### config.mk
export PLATFORM = sky130hd
export DESIGN_NAME = srs_top
export DESIGN_NICKNAME = d
export VERILOG_FILES = /design/src/verilog/srs_pkg.sv /design/src/verilog/srs_scratch_ram.sv /design/src/verilog/srs_sfr_file.sv /design/src/verilog/srs_top.sv
export VERILOG_INCLUDE_DIRS = /design/src /design/src/verilog
export SDC_FILE = /design/constraint.sdc
export NUM_CORES = 2
export LEC_CHECK = 0
export ABC_AREA = 1
export BUFFER_PORTS_ARGS = -buffer_cell sky130_fd_sc_hd__buf_2
export CELL_PAD_IN_SITES_DETAIL_PLACEMENT = 1
export CELL_PAD_IN_SITES_GLOBAL_PLACEMENT = 2
export CORE_ASPECT_RATIO = 1.75
export CORE_MARGIN = 5
export CORE_UTILIZATION = 42
export DETAILED_ROUTE_END_ITERATION = 10
export PLACE_DENSITY = 0.79
export SYNTH_ARGS = -nofsm -noshare
export SYNTH_HDL_FRONTEND = slang
export SYNTH_SLANG_ARGS = --single-unit
### constraint.sdc
create_clock -name CORE_CLK_I -period 5 [get_ports CORE_CLK_I]
set_input_delay 0.25 -clock CORE_CLK_I [delete_from_list [all_inputs] [get_ports CORE_CLK_I]]
set_output_delay 0.25 -clock CORE_CLK_I [all_outputs]
set_load 0.01 [all_outputs]
### src/verilog/srs_defs.svh
// Register space constants for the scratchpad register space block
// What this block does
// - Every bit of scratchpad bytes 20h to 2Fh can be read and written one at a time.
// - Bit or byte access is chosen by the access kind given by the instruction, not by the address.
// - Peripheral register bit access is allowed only at addresses whose low hex digit is 0 or 8.
// - Four banks of eight working registers live in the lower scratchpad and the selected bank is used.
// - The active bank comes from bits 4 and 3 of the program status word at D0h.
// - A working register's contents can address the upper 128 scratchpad bytes indirectly.
// - Direct accesses to 80h through FFh go to the peripheral registers, not to scratchpad.
// - Calls and interrupt entries save the return address onto the scratchpad stack.
// - The stack pointer at 81h resets to 07h and software can write it.
// - The stack pointer marks the last written byte, so a push writes one above it.
// - The stack pointer rises by the bytes pushed and falls by the bytes popped.
// - Scratchpad 00h to 7Fh is reachable directly, the upper half only indirectly.
`ifndef SRS_DEFS_SVH
`define SRS_DEFS_SVH
`define SRS_RAM_DEPTH       256
`define SRS_BITRAM_BASE     8'h20
`define SRS_BITRAM_LAST     8'h2f
`define SRS_SFR_BASE        8'h80
`define SRS_SP_RESET        8'h07
`define SRS_ADDR_SP         8'h81
`define SRS_ADDR_DP0LO      8'h82
`define SRS_ADDR_DP0HI      8'h83
`define SRS_ADDR_DP1LO      8'h84
`define SRS_ADDR_DP1HI      8'h85
`define SRS_ADDR_DPSEL      8'h86
`define SRS_ADDR_PWR        8'h87
`define SRS_ADDR_TCTL       8'h88
`define SRS_ADDR_TMODE      8'h89
`define SRS_ADDR_T0LO       8'h8a
`define SRS_ADDR_T1LO       8'h8b
`define SRS_ADDR_T0HI       8'h8c
`define SRS_ADDR_T1HI       8'h8d
`define SRS_ADDR_CKCTL      8'h8e
`define SRS_ADDR_PORT1      8'h90
`define SRS_ADDR_EXIRQ      8'h91
`define SRS_ADDR_SCTL0      8'h98
`define SRS_ADDR_SER0BUF    8'h99
`define SRS_ADDR_PORT2      8'ha0
`define SRS_ADDR_IRQEN      8'ha8
`define SRS_ADDR_SADR0      8'ha9
`define SRS_ADDR_PORT3      8'hb0
`define SRS_ADDR_IRQPRI     8'hb8
`define SRS_ADDR_SMSK0      8'hb9
`define SRS_ADDR_STAT       8'hc5
`define SRS_ADDR_T2CTL      8'hc8
`define SRS_ADDR_T2MODE     8'hc9
`define SRS_ADDR_RCL2       8'hca
`define SRS_ADDR_RCH2       8'hcb
`define SRS_ADDR_T2LO       8'hcc
`define SRS_ADDR_T2HI       8'hcd
`define SRS_ADDR_PSW        8'hd0
`define SRS_ADDR_WDCTL      8'hd8
`define SRS_ADDR_ACC        8'he0
`define SRS_ADDR_EXIRQEN    8'he8
`define SRS_ADDR_BREG       8'hf0
`define SRS_ADDR_EXIRQPRI   8'hf8
`define SRS_PSW_BANK_HI     4
`define SRS_PSW_BANK_LO     3
`define SRS_BANK_SHIFT      3
`define SRS_BITIDX_MSB      2
`define SRS_RESET_PORT      8'hff
`define SRS_RESET_CKCTL     8'h01
`define SRS_RESET_STAT      8'h1f
`define SRS_RESET_ZERO      8'h00
`endif

### src/verilog/srs_pkg.sv
// Types for the scratchpad register space block
package srs_pkg;
   typedef enum logic [2:0] {
      SRS_OP_NONE   = 3'b000,
      SRS_OP_DIRECT = 3'b001,
      SRS_OP_BIT    = 3'b010,
      SRS_OP_INDIR  = 3'b011,
      SRS_OP_REG    = 3'b100,
      SRS_OP_PUSH   = 3'b101,
      SRS_OP_POP    = 3'b110
   } srs_op_e;
   typedef logic [7:0] srs_byte_t;
endpackage

### src/verilog/srs_scratch_ram.sv
// 256-byte scratchpad RAM held in flip-flops
`timescale 1ns/1ps
`default_nettype none
`include "srs_defs.svh"
module srs_scratch_ram
   import srs_pkg::*;
(
   // Clock and reset
   input  wire logic      clk_i,
   input  wire logic      rst_n_i,
   // Write port
   input  wire logic      we_i,
   input  wire srs_byte_t waddr_i,
   input  wire srs_byte_t wdata_i,
   // Read ports
   input  wire srs_byte_t raddr_a_i,
   output srs_byte_t      rdata_a_o,
   input  wire srs_byte_t raddr_b_i,
   output srs_byte_t      rdata_b_o
);
   srs_byte_t mem_q [`SRS_RAM_DEPTH];

   always_ff @(posedge clk_i) begin
      if (!rst_n_i) begin
         for (int i = 0; i < `SRS_RAM_DEPTH; i++) begin
            mem_q[i] <= `SRS_RESET_ZERO;
         end
      end else if (we_i) begin
         mem_q[waddr_i] <= wdata_i;
      end
   end

   assign rdata_a_o = mem_q[raddr_a_i];
   assign rdata_b_o = mem_q[raddr_b_i];
endmodule
`default_nettype wire

### src/verilog/srs_sfr_file.sv
// Peripheral register file at 80h-FFh with byte and bit writes
`timescale 1ns/1ps
`default_nettype none
`include "srs_defs.svh"
module srs_sfr_file
   import srs_pkg::*;
(
   // Clock and reset
   input  wire logic      clk_i,
   input  wire logic      rst_n_i,
   // Write port
   input  wire logic      we_i,
   input  wire srs_byte_t addr_i,
   input  wire srs_byte_t wdata_i,
   // Read port and mapping
   output srs_byte_t      rdata_o,
   output logic           hit_o,
   // Bank select bits
   output logic [1:0]     bank_o
);
   srs_byte_t regs_q [`SRS_SFR_BASE:8'hff];

   function automatic logic is_mapped(input srs_byte_t a);
      unique case (a)
         `SRS_ADDR_DP0LO, `SRS_ADDR_DP0HI, `SRS_ADDR_DP1LO, `SRS_ADDR_DP1HI,
         `SRS_ADDR_DPSEL, `SRS_ADDR_PWR, `SRS_ADDR_TCTL, `SRS_ADDR_TMODE,
         `SRS_ADDR_T0LO, `SRS_ADDR_T1LO, `SRS_ADDR_T0HI, `SRS_ADDR_T1HI,
         `SRS_ADDR_CKCTL, `SRS_ADDR_PORT1, `SRS_ADDR_EXIRQ, `SRS_ADDR_SCTL0,
         `SRS_ADDR_SER0BUF, `SRS_ADDR_PORT2, `SRS_ADDR_IRQEN, `SRS_ADDR_SADR0,
         `SRS_ADDR_PORT3, `SRS_ADDR_IRQPRI, `SRS_ADDR_SMSK0, `SRS_ADDR_T2CTL,
         `SRS_ADDR_T2MODE, `SRS_ADDR_RCL2, `SRS_ADDR_RCH2, `SRS_ADDR_T2LO,
         `SRS_ADDR_T2HI, `SRS_ADDR_PSW, `SRS_ADDR_WDCTL, `SRS_ADDR_ACC,
         `SRS_ADDR_EXIRQEN, `SRS_ADDR_BREG, `SRS_ADDR_EXIRQPRI: is_mapped = 1'b1;
         default: is_mapped = 1'b0;
      endcase
   endfunction

   function automatic srs_byte_t reset_of(input srs_byte_t a);
      unique case (a)
         `SRS_ADDR_PORT1, `SRS_ADDR_PORT2, `SRS_ADDR_PORT3: reset_of = `SRS_RESET_PORT;
         `SRS_ADDR_CKCTL: reset_of = `SRS_RESET_CKCTL;
         `SRS_ADDR_STAT:  reset_of = `SRS_RESET_STAT;
         default:         reset_of = `SRS_RESET_ZERO;
      endcase
   endfunction

   // Stack pointer is kept in the top module
   always_ff @(posedge clk_i) begin
      if (!rst_n_i) begin
         for (int i = int'(`SRS_SFR_BASE); i < `SRS_RAM_DEPTH; i++) begin
            regs_q[i] <= reset_of(8'(i));
         end
      end else if (we_i && is_mapped(addr_i)) begin
         regs_q[addr_i] <= wdata_i;
      end
   end

   assign hit_o   = is_mapped(addr_i) || (addr_i == `SRS_ADDR_STAT);
   assign rdata_o = hit_o ? regs_q[addr_i] : `SRS_RESET_ZERO;
   assign bank_o  = {regs_q[`SRS_ADDR_PSW][`SRS_PSW_BANK_HI],
                     regs_q[`SRS_ADDR_PSW][`SRS_PSW_BANK_LO]};
endmodule
`default_nettype wire

### src/verilog/srs_top.sv
// Scratchpad register space: RAM, working banks, stack and peripheral window
`timescale 1ns/1ps
`default_nettype none
`include "srs_defs.svh"
module srs_top
   import srs_pkg::*;
(
   // Clock and reset
   input  wire logic      CORE_CLK_I,
   input  wire logic      RSTN_I,
   // Access request from execution unit
   input  wire srs_op_e   OP_I,
   input  wire logic      WR_I,
   input  wire srs_byte_t ADDR_I,
   input  wire logic [2:0] REG_I,
   input  wire srs_byte_t WDATA_I,
   input  wire logic      BIT_I,
   // Answer
   output srs_byte_t      RDATA_O,
   output logic           RBIT_O,
   output logic           ERR_O,
   // State
   output srs_byte_t      SP_O,
   output logic [1:0]     BANK_O
);
   ////////////////////////////////////////////////////////////////////////
   srs_byte_t sp_q;
   srs_byte_t sp_d;
   srs_byte_t ram_a;
   srs_byte_t ram_b;
   srs_byte_t ram_rd_a;
   srs_byte_t ram_rd_b;
   srs_byte_t ram_wa;
   srs_byte_t ram_wd;
   logic      ram_we;
   srs_byte_t sfr_addr;
   srs_byte_t sfr_rd;
   srs_byte_t sfr_wd;
   logic      sfr_we;
   logic      sfr_hit;
   logic [1:0] bank;
   srs_byte_t cur_byte;
   logic [2:0] bidx;
   logic      bit_ok;
   logic      is_sp;
   srs_byte_t rdata_d;
   logic      rbit_d;
   logic      err_d;

   function automatic srs_byte_t work_addr(input logic [1:0] b, input logic [2:0] r);
      work_addr = {3'b000, b, r};
   endfunction

   function automatic srs_byte_t set_bit(input srs_byte_t v, input logic [2:0] i, input logic b);
      srs_byte_t t;
      t    = v;
      t[i] = b;
      set_bit = t;
   endfunction

   ////////////////////////////////////////////////////////////////////////
   // Bit address decode
   assign bidx = ADDR_I[`SRS_BITIDX_MSB:0];
   always_comb begin
      if (OP_I == SRS_OP_BIT && ADDR_I[7]) begin
         sfr_addr = {ADDR_I[7:3], 3'b000};
      end else begin
         sfr_addr = ADDR_I;
      end
   end
   assign bit_ok = ADDR_I[7] ? sfr_hit : 1'b1;

   // Bit byte address in RAM: 20h + addr/8
   always_comb begin
      ram_a = ADDR_I;
      unique case (OP_I)
         SRS_OP_BIT:    ram_a = 8'(`SRS_BITRAM_BASE + {4'h0, ADDR_I[6:3]});
         SRS_OP_INDIR:  ram_a = ram_rd_b;
         SRS_OP_REG:    ram_a = work_addr(bank, REG_I);
         SRS_OP_PUSH:   ram_a = 8'(sp_q + 8'h01);
         SRS_OP_POP:    ram_a = sp_q;
         default:       ram_a = ADDR_I;
      endcase
   end
   assign ram_b = work_addr(bank, REG_I);

   assign is_sp = (sfr_addr == `SRS_ADDR_SP);

   srs_scratch_ram u_ram (
      .clk_i     (CORE_CLK_I),
      .rst_n_i   (RSTN_I),
      .we_i      (ram_we),
      .waddr_i   (ram_wa),
      .wdata_i   (ram_wd),
      .raddr_a_i (ram_a),
      .rdata_a_o (ram_rd_a),
      .raddr_b_i (ram_b),
      .rdata_b_o (ram_rd_b)
   );

   srs_sfr_file u_sfr (
      .clk_i   (CORE_CLK_I),
      .rst_n_i (RSTN_I),
      .we_i    (sfr_we),
      .addr_i  (sfr_addr),
      .wdata_i (sfr_wd),
      .rdata_o (sfr_rd),
      .hit_o   (sfr_hit),
      .bank_o  (bank)
   );

   ////////////////////////////////////////////////////////////////////////
   // Routing of each access kind
   always_comb begin
      ram_we   = 1'b0;
      ram_wa   = ram_a;
      ram_wd   = WDATA_I;
      sfr_we   = 1'b0;
      sfr_wd   = WDATA_I;
      cur_byte = ram_rd_a;
      err_d    = 1'b0;
      unique case (OP_I)
         SRS_OP_DIRECT: begin
            if (ADDR_I[7]) begin
               cur_byte = is_sp ? sp_q : sfr_rd;
               sfr_we   = WR_I && !is_sp;
               err_d    = !sfr_hit && !is_sp;
            end else begin
               ram_we   = WR_I;
            end
         end
         SRS_OP_BIT: begin
            if (ADDR_I[7]) begin
               cur_byte = sfr_rd;
               sfr_wd   = set_bit(sfr_rd, bidx, BIT_I);
               sfr_we   = WR_I && bit_ok;
               err_d    = !bit_ok;
            end else begin
               ram_wd   = set_bit(ram_rd_a, bidx, BIT_I);
               ram_we   = WR_I;
            end
         end
         SRS_OP_INDIR, SRS_OP_REG: begin
            ram_we = WR_I;
         end
         SRS_OP_PUSH: begin
            ram_we = 1'b1;
         end
         SRS_OP_POP, SRS_OP_NONE: begin
            ram_we = 1'b0;
         end
         default: begin
            err_d = 1'b1;
         end
      endcase
   end

   ////////////////////////////////////////////////////////////////////////
   // Stack pointer
   always_comb begin
      sp_d = sp_q;
      if (OP_I == SRS_OP_PUSH) begin
         sp_d = 8'(sp_q + 8'h01);
      end else if (OP_I == SRS_OP_POP) begin
         sp_d = 8'(sp_q - 8'h01);
      end else if (OP_I == SRS_OP_DIRECT && WR_I && is_sp) begin
         sp_d = WDATA_I;
      end
   end

   always_ff @(posedge CORE_CLK_I) begin
      if (!RSTN_I) begin
         sp_q <= `SRS_SP_RESET;
      end else begin
         sp_q <= sp_d;
      end
   end

   ////////////////////////////////////////////////////////////////////////
   // Registered answer
   assign rdata_d = cur_byte;
   assign rbit_d  = (OP_I == SRS_OP_BIT) ? cur_byte[bidx] : 1'b0;

   always_ff @(posedge CORE_CLK_I) begin
      if (!RSTN_I) begin
         RDATA_O <= `SRS_RESET_ZERO;
         RBIT_O  <= 1'b0;
         ERR_O   <= 1'b0;
      end else begin
         RDATA_O <= rdata_d;
         RBIT_O  <= rbit_d;
         ERR_O   <= err_d;
      end
   end

   assign SP_O   = sp_q;
   assign BANK_O = bank;
endmodule
`default_nettype wire

# After elaboration in Yosys (flattened, before gate mapping)
# Memory sizes are Yosys's and may differ from the RTL's.
# Cells that the tools add are included.
# word_totals
inputBits	26
n_memories	2
ram_bits	3072
out_inout_bits	20
word_cells	123
register_bits	18
# op_classes
order_cmp	2
eq_ne	43
reduce_logical	21
n_addsub	3
n_mux	48
# memory_table
name	words	width	read_ports	rd_clocked_by_memory_dff	write_ports	line_no	text
u_ram.mem_q	256	8	2	0	256	srs_scratch_ram.sv:21	srs_byte_t mem_q [`SRS_RAM_DEPTH];
u_sfr.regs_q	128	8	2	0	128	srs_sfr_file.sv:21	srs_byte_t regs_q [`SRS_SFR_BASE:8'hff];
# ops
op	n
$eq A8 B8 Y1 const B	37
$mux W8	19
$pmux W8 S5	1
$reduce_or A35 Y1	1
$mux W1	19
$bwmux W8	2
$pmux W8 S2	1
$reduce_or A8 Y1	2
$eq A3 B3 Y1 const B	3
$add A8 B1 Y8 const B	1
$logic_and A1 B1 Y1	8
$sub A8 B1 Y8 const B	1
$add A6 B4 Y7 const A	1
$eq A3 B2 Y1 const B	2
$pmux W1 S3	2
$reduce_or A5 Y1	1
$lt A3 B4 Y1 const B	1
$reduce_or A2 Y1	2
$bmux W1 S3	1
$demux W1 S3	1
$eq A3 B1 Y1 const B	1
$ge A3 B1 Y1 const B	1
$logic_not A1 Y1	3
$logic_not A3 Y1	1
other kinds (5)	5

# Logic depth before layout (Yosys ltp)
# depth
depth_word	17
ltp_mapped	32
depth_no_buf	27

# Modules after synthesis
# A second synthesis with hierarchy kept.
# hier_totals
hier_cells	19194
hier_area_um2	160292.5
# modules_own_cells
mod	cells_each	area_each_um2	instances	seq_area_each_um2
srs_scratch_ram	14106	112765.7	1	61499.0
srs_sfr_file	4715	45307.2	1	30749.5
srs_top	373	2219.6	1	360.3

# Least setup slack after synthesis
# Ideal clock, no wire load.
# synth_timing
kind	register to register
from	memory u_sfr.regs_q[208][4] in the netlist's numbering
to	memory u_ram.mem_q[69][0] in the netlist's numbering, enable pin
setup_time_ns	0.329
path_slack_ns	1.342
path_stages_with_launch	18
required_time_ns	4.671
period_less_slack_ns	3.658
n_path_buf	6
arrival_ns	3.330
cell_sequence	edfxtp_1 -> buf_2 -> inv_1 -> clkbuf_1 -> nand3_1 -> nand3_1 -> nand3_1 -> nand2_1 -> nand2_1 -> buf_6 -> buf_2 -> nor2_2 -> buf_2 -> inv_2 -> nor3_1 -> clkbuf_1 -> nand2_1 -> nand2_1
# synth_rtl
item	line_no
start: declaration	srs_sfr_file.sv:21
end: declaration	srs_scratch_ram.sv:21

==> results.yml <==
sta:
  layout_worst_path_cycle_share_pct: 100.9
  final_period_minus_worst_setup_slack_ps: 5043
  worst_hold_slack_ps: 107.3
  setup_ws_ps: -42.74
  worst_setup_skew_after_layout_ps: 92.34
  maxSlewViolCount: 0
  setup_viol: 27
  relSlewSlack_pct: 13.26
  max_slew.worst_pin.slew_ps: 1291
  rsz0062_at_grt: "true"
  hold_viol_final: 0
  max_freq_mhz: 198.3
power:
  power.clock.fraction_pct: 35.9
  ir_worst_vdd_mv: 0.4489
  power_frac_seq_pct: 45.3
  share_of_total_power_consumed_by_net_switching_pct: 28.94
  total_switching_power_mw: 19.29
  power_share_of_the_combinational_group_pct: 18.8
  static-leakage-power_nw: 71.66
  internal_power_mw: 47.35
  finalPower_mw: 66.64
  power-per-cell-area_nw_per_um2: 380.9
global_route:
  grt_max_degree: 128
  global_route.overflow_total: 0
  grt_pass1_wl_um: 790500
  initial_antenna_violation_count: 12
  track_usage_pct: 30.56
  number_of_global_route_vias_before_repair: 121100
floorplan:
  floorplan.initialDensity_pct: 42.08
  floorplan.rows: 282
  dieArea_um2: 349100
  die_h_um: 777.9
  die_w_um: 448.8
  ioPinCount: 46
  core_um2: 336300
run:
  max-cap-violations: 0
worst_setup_path:
  timing.critical_path.arrival_ps: 5780
  critPathLaunchType: "flip-flop"
  crit_slowest_cell: "sky130_fd_sc_hd__edfxtp_1"
  critical_path_required_time_ps: 5740
  critPathMaxFanout: 21
  setup.worst_path.class: "flip-flop to flip-flop"
  critPathMostFrequentCell: "sky130_fd_sc_hd__nand2_1"
  slowest_delay_ps: 460
  r2r.worst_path.cells: 30
  critical_path.endpoint_type: "flip-flop"
  cp-startpoint: "u_sfr.regs_q[208][4]"
  rr_startpoint: "u_sfr.regs_q[208][4]"
  worst_setup_slack_for_register_to_register_paths_ps: -40
placement:
  portBuffers: 45
  routabilityCongestion: 0.9264
  hpwlAfterDp_um: 388300
  dp_worst_setup_slack_ps: -911.9
  placed_cells_incl_taps: 20170
  postPlaceCellArea_um2: 162300
cells_and_area:
  commonest_cells_after_routing_fill_and_taps_aside: "sky130_fd_sc_hd__nand2_1, sky130_fd_sc_hd__edfxtp_1, sky130_fd_sc_hd__nor2_1"
  area_growth_syn_to_layout_pct: 23.65
  layout-drive-gt1-share_pct: 13.71
  leading_cell_type_in_the_layout_fill_and_taps_excluded: "sky130_fd_sc_hd__nand2_1"
  final_cells: 20840
  number_of_nets_in_the_finished_design: 16230
  fin_area_um2: 175000
clock_tree:
  cts_tree: "yes"
  clk_transition_reported_paths_ps: 70
  cts-buffers-inserted: 308
  clock_sink_count: 3090
  cts_buffer_depth: 4
  clock_tree.htree_level_count: 5
  clock_tree.root_cell: "sky130_fd_sc_hd__clkbuf_16"
  worst_skew_pair.late_latency_ps: 940
drt:
  first_pass_iters: 5
  drt.antenna.violating_nets: 0
  detail_route.wirelength_um: 560900
  post_drt_wl_per_cell_um: 26.92
  detailroute.via_count: 113700
  drc: 0
  post_drt_via_cell_ratio: 5.458
  initialDrtViolationCount: 8739
outcome:
  status: "finished with violations"
  violations: "negative setup slack"
synth:
  synth-edff-count: 3072
  async_flop_share_pct: 0
  ys_seq_elements: 3090
  netlist_area_before_placement_um2: 141500
  post_synth_num_cell_types: 50
  synth.yosys.warnings: 0
  synth_seq_area_share_pct: 65.44
  synth_flop_cell: "sky130_fd_sc_hd__edfxtp_1"
  avgSynthCellArea_um2: 9.777
  post_synth_inst_count: 14470
worst_hold_path:
  worst_hold_path.num_cells: 6
  min-delay-start: "OP_I[1]"
  timing.hold.worst.class: "primary input to flip-flop"
==> synth_stat cells, types with 4 or more instances <==
cell type	n	area share, %
sky130_fd_sc_hd__nor3_1	34	0.12
sky130_fd_sc_hd__clkbuf_1	486	1.3
sky130_fd_sc_hd__nand3_1	185	0.65
sky130_fd_sc_hd__a31oi_1	8	0.035
sky130_fd_sc_hd__dfxtp_1	18	0.25
sky130_fd_sc_hd__nand4_1	51	0.23
sky130_fd_sc_hd__a22o_1	4	0.025
sky130_fd_sc_hd__buf_1	25	0.066
sky130_fd_sc_hd__a41oi_1	11	0.068
sky130_fd_sc_hd__o211ai_1	46	0.24
sky130_fd_sc_hd__inv_1	926	2.5
sky130_fd_sc_hd__nor2_2	5	0.022
sky130_fd_sc_hd__buf_6	30	0.24
sky130_fd_sc_hd__nand3b_1	184	0.98
sky130_fd_sc_hd__o21ai_1	170	0.60
sky130_fd_sc_hd__buf_4	69	0.37
sky130_fd_sc_hd__a221oi_1	5	0.031
sky130_fd_sc_hd__edfxtp_1	3072	65
sky130_fd_sc_hd__a21oi_1	415	1.5
sky130_fd_sc_hd__o21ai_2	7	0.043
sky130_fd_sc_hd__o22ai_1	454	2.0
sky130_fd_sc_hd__a22oi_1	64	0.34
sky130_fd_sc_hd__nor4_1	8	0.035
sky130_fd_sc_hd__o211ai_2	4	0.035
sky130_fd_sc_hd__o21ai_0	1136	4.0
sky130_fd_sc_hd__nor2_1	2859	7.6
sky130_fd_sc_hd__buf_2	385	1.4
sky130_fd_sc_hd__nand2_1	3753	10
sky130_fd_sc_hd__inv_2	16	0.042
sky130_fd_sc_hd__clkinv_1	8	0.021
sky130_fd_sc_hd__o311ai_0	4	0.025
==> per-stage QoR <==
stage	util (%)	setup TNS [ps]
2_1_floorplan	-	0
3_3_place_gp	48.28	-1167290
3_5_place_dp	48.28	-1200200
4_1_cts	51.51	-6.959
5_1_grt	52.03	-11980
6_report	52.04	-416.8
==> sequential cells by signal, indices dropped and copies added (netlist names) <==
name	count
u_ram.mem_q	2048
u_sfr.regs_q	1024
ERR_O	1
RDATA_O	8
RBIT_O	1
SP_O	8
==> kinds of logic after synthesis <==
family	count (synthesis)	share of synthesized area (%)
buf+inv	1945	5.842
other cells	2	0.005307
xor+xnor	1	0.006191
compound gates	2344	9.053
fa+ha+maj	2	0.01768
simple gates	7089	19.63
flops	3090	65.44
==> cell type report <==
cell class                      instances  area (um2)
Antenna cell                            6       15.01
Clock buffer                          370        8179
Clock inverter                        170        1831
Fill cell                           37230      161300
Inverter                              950        3597
Multi-Input combinational cell      10180       44080
Sequential cell                      3090       92620
Tap cell                             4402        5508
Timing Repair Buffer                 1668       19140
==> path summary, 6_finish.rpt <==
path,endpoint
max,u_ram.mem_q[30][1]
min,RBIT_O
max reg2reg,u_ram.mem_q[30][1]
min reg2reg,SP_O[7]
==> critical path: cells and delay by family, from the launching register on <==
family	cells	cell delay [ps]
flops	1	460
simple gates	17	1930
buf+inv	10	1690
compound gates	3	630
==> layer usage <==
metal	wire, um	up-vias	share of wire [%]	global-route usage (%)
met4	50330	8	9.0	22.39
met3	25870	1443	4.6	3.673
met5	46	-	0.0082	0
met1	191200	57490	34	31.55
li1	-	51330	-	-
met2	293500	3456	52	56.84
==> power groups by stage <==
stage / clock, mW / combinational, mW / sequential (mW)
floorplan: 0 / 5.54 / 30.5
global placement: 0 / 11.5 / 30.6
detailed placement: 0 / 11.7 / 30.7
CTS: 24.3 / 11.9 / 30.2
global route: 25.3 / 13.2 / 30.3
finish: 23.9 / 12.5 / 30.2
==> repair_timing <==
action / CTS / global route
resized for setup: 72 / 143
setup buffers: 16 / 39
hold buffers: 20 / 0
pin swaps: 4 / 23
gates cloned: 8 / 38
endpoints found under the setup margin: 2033 / 1988
hold endpoints to repair: 47 / 0
Note: power is estimated with default switching activity, not from simulation.
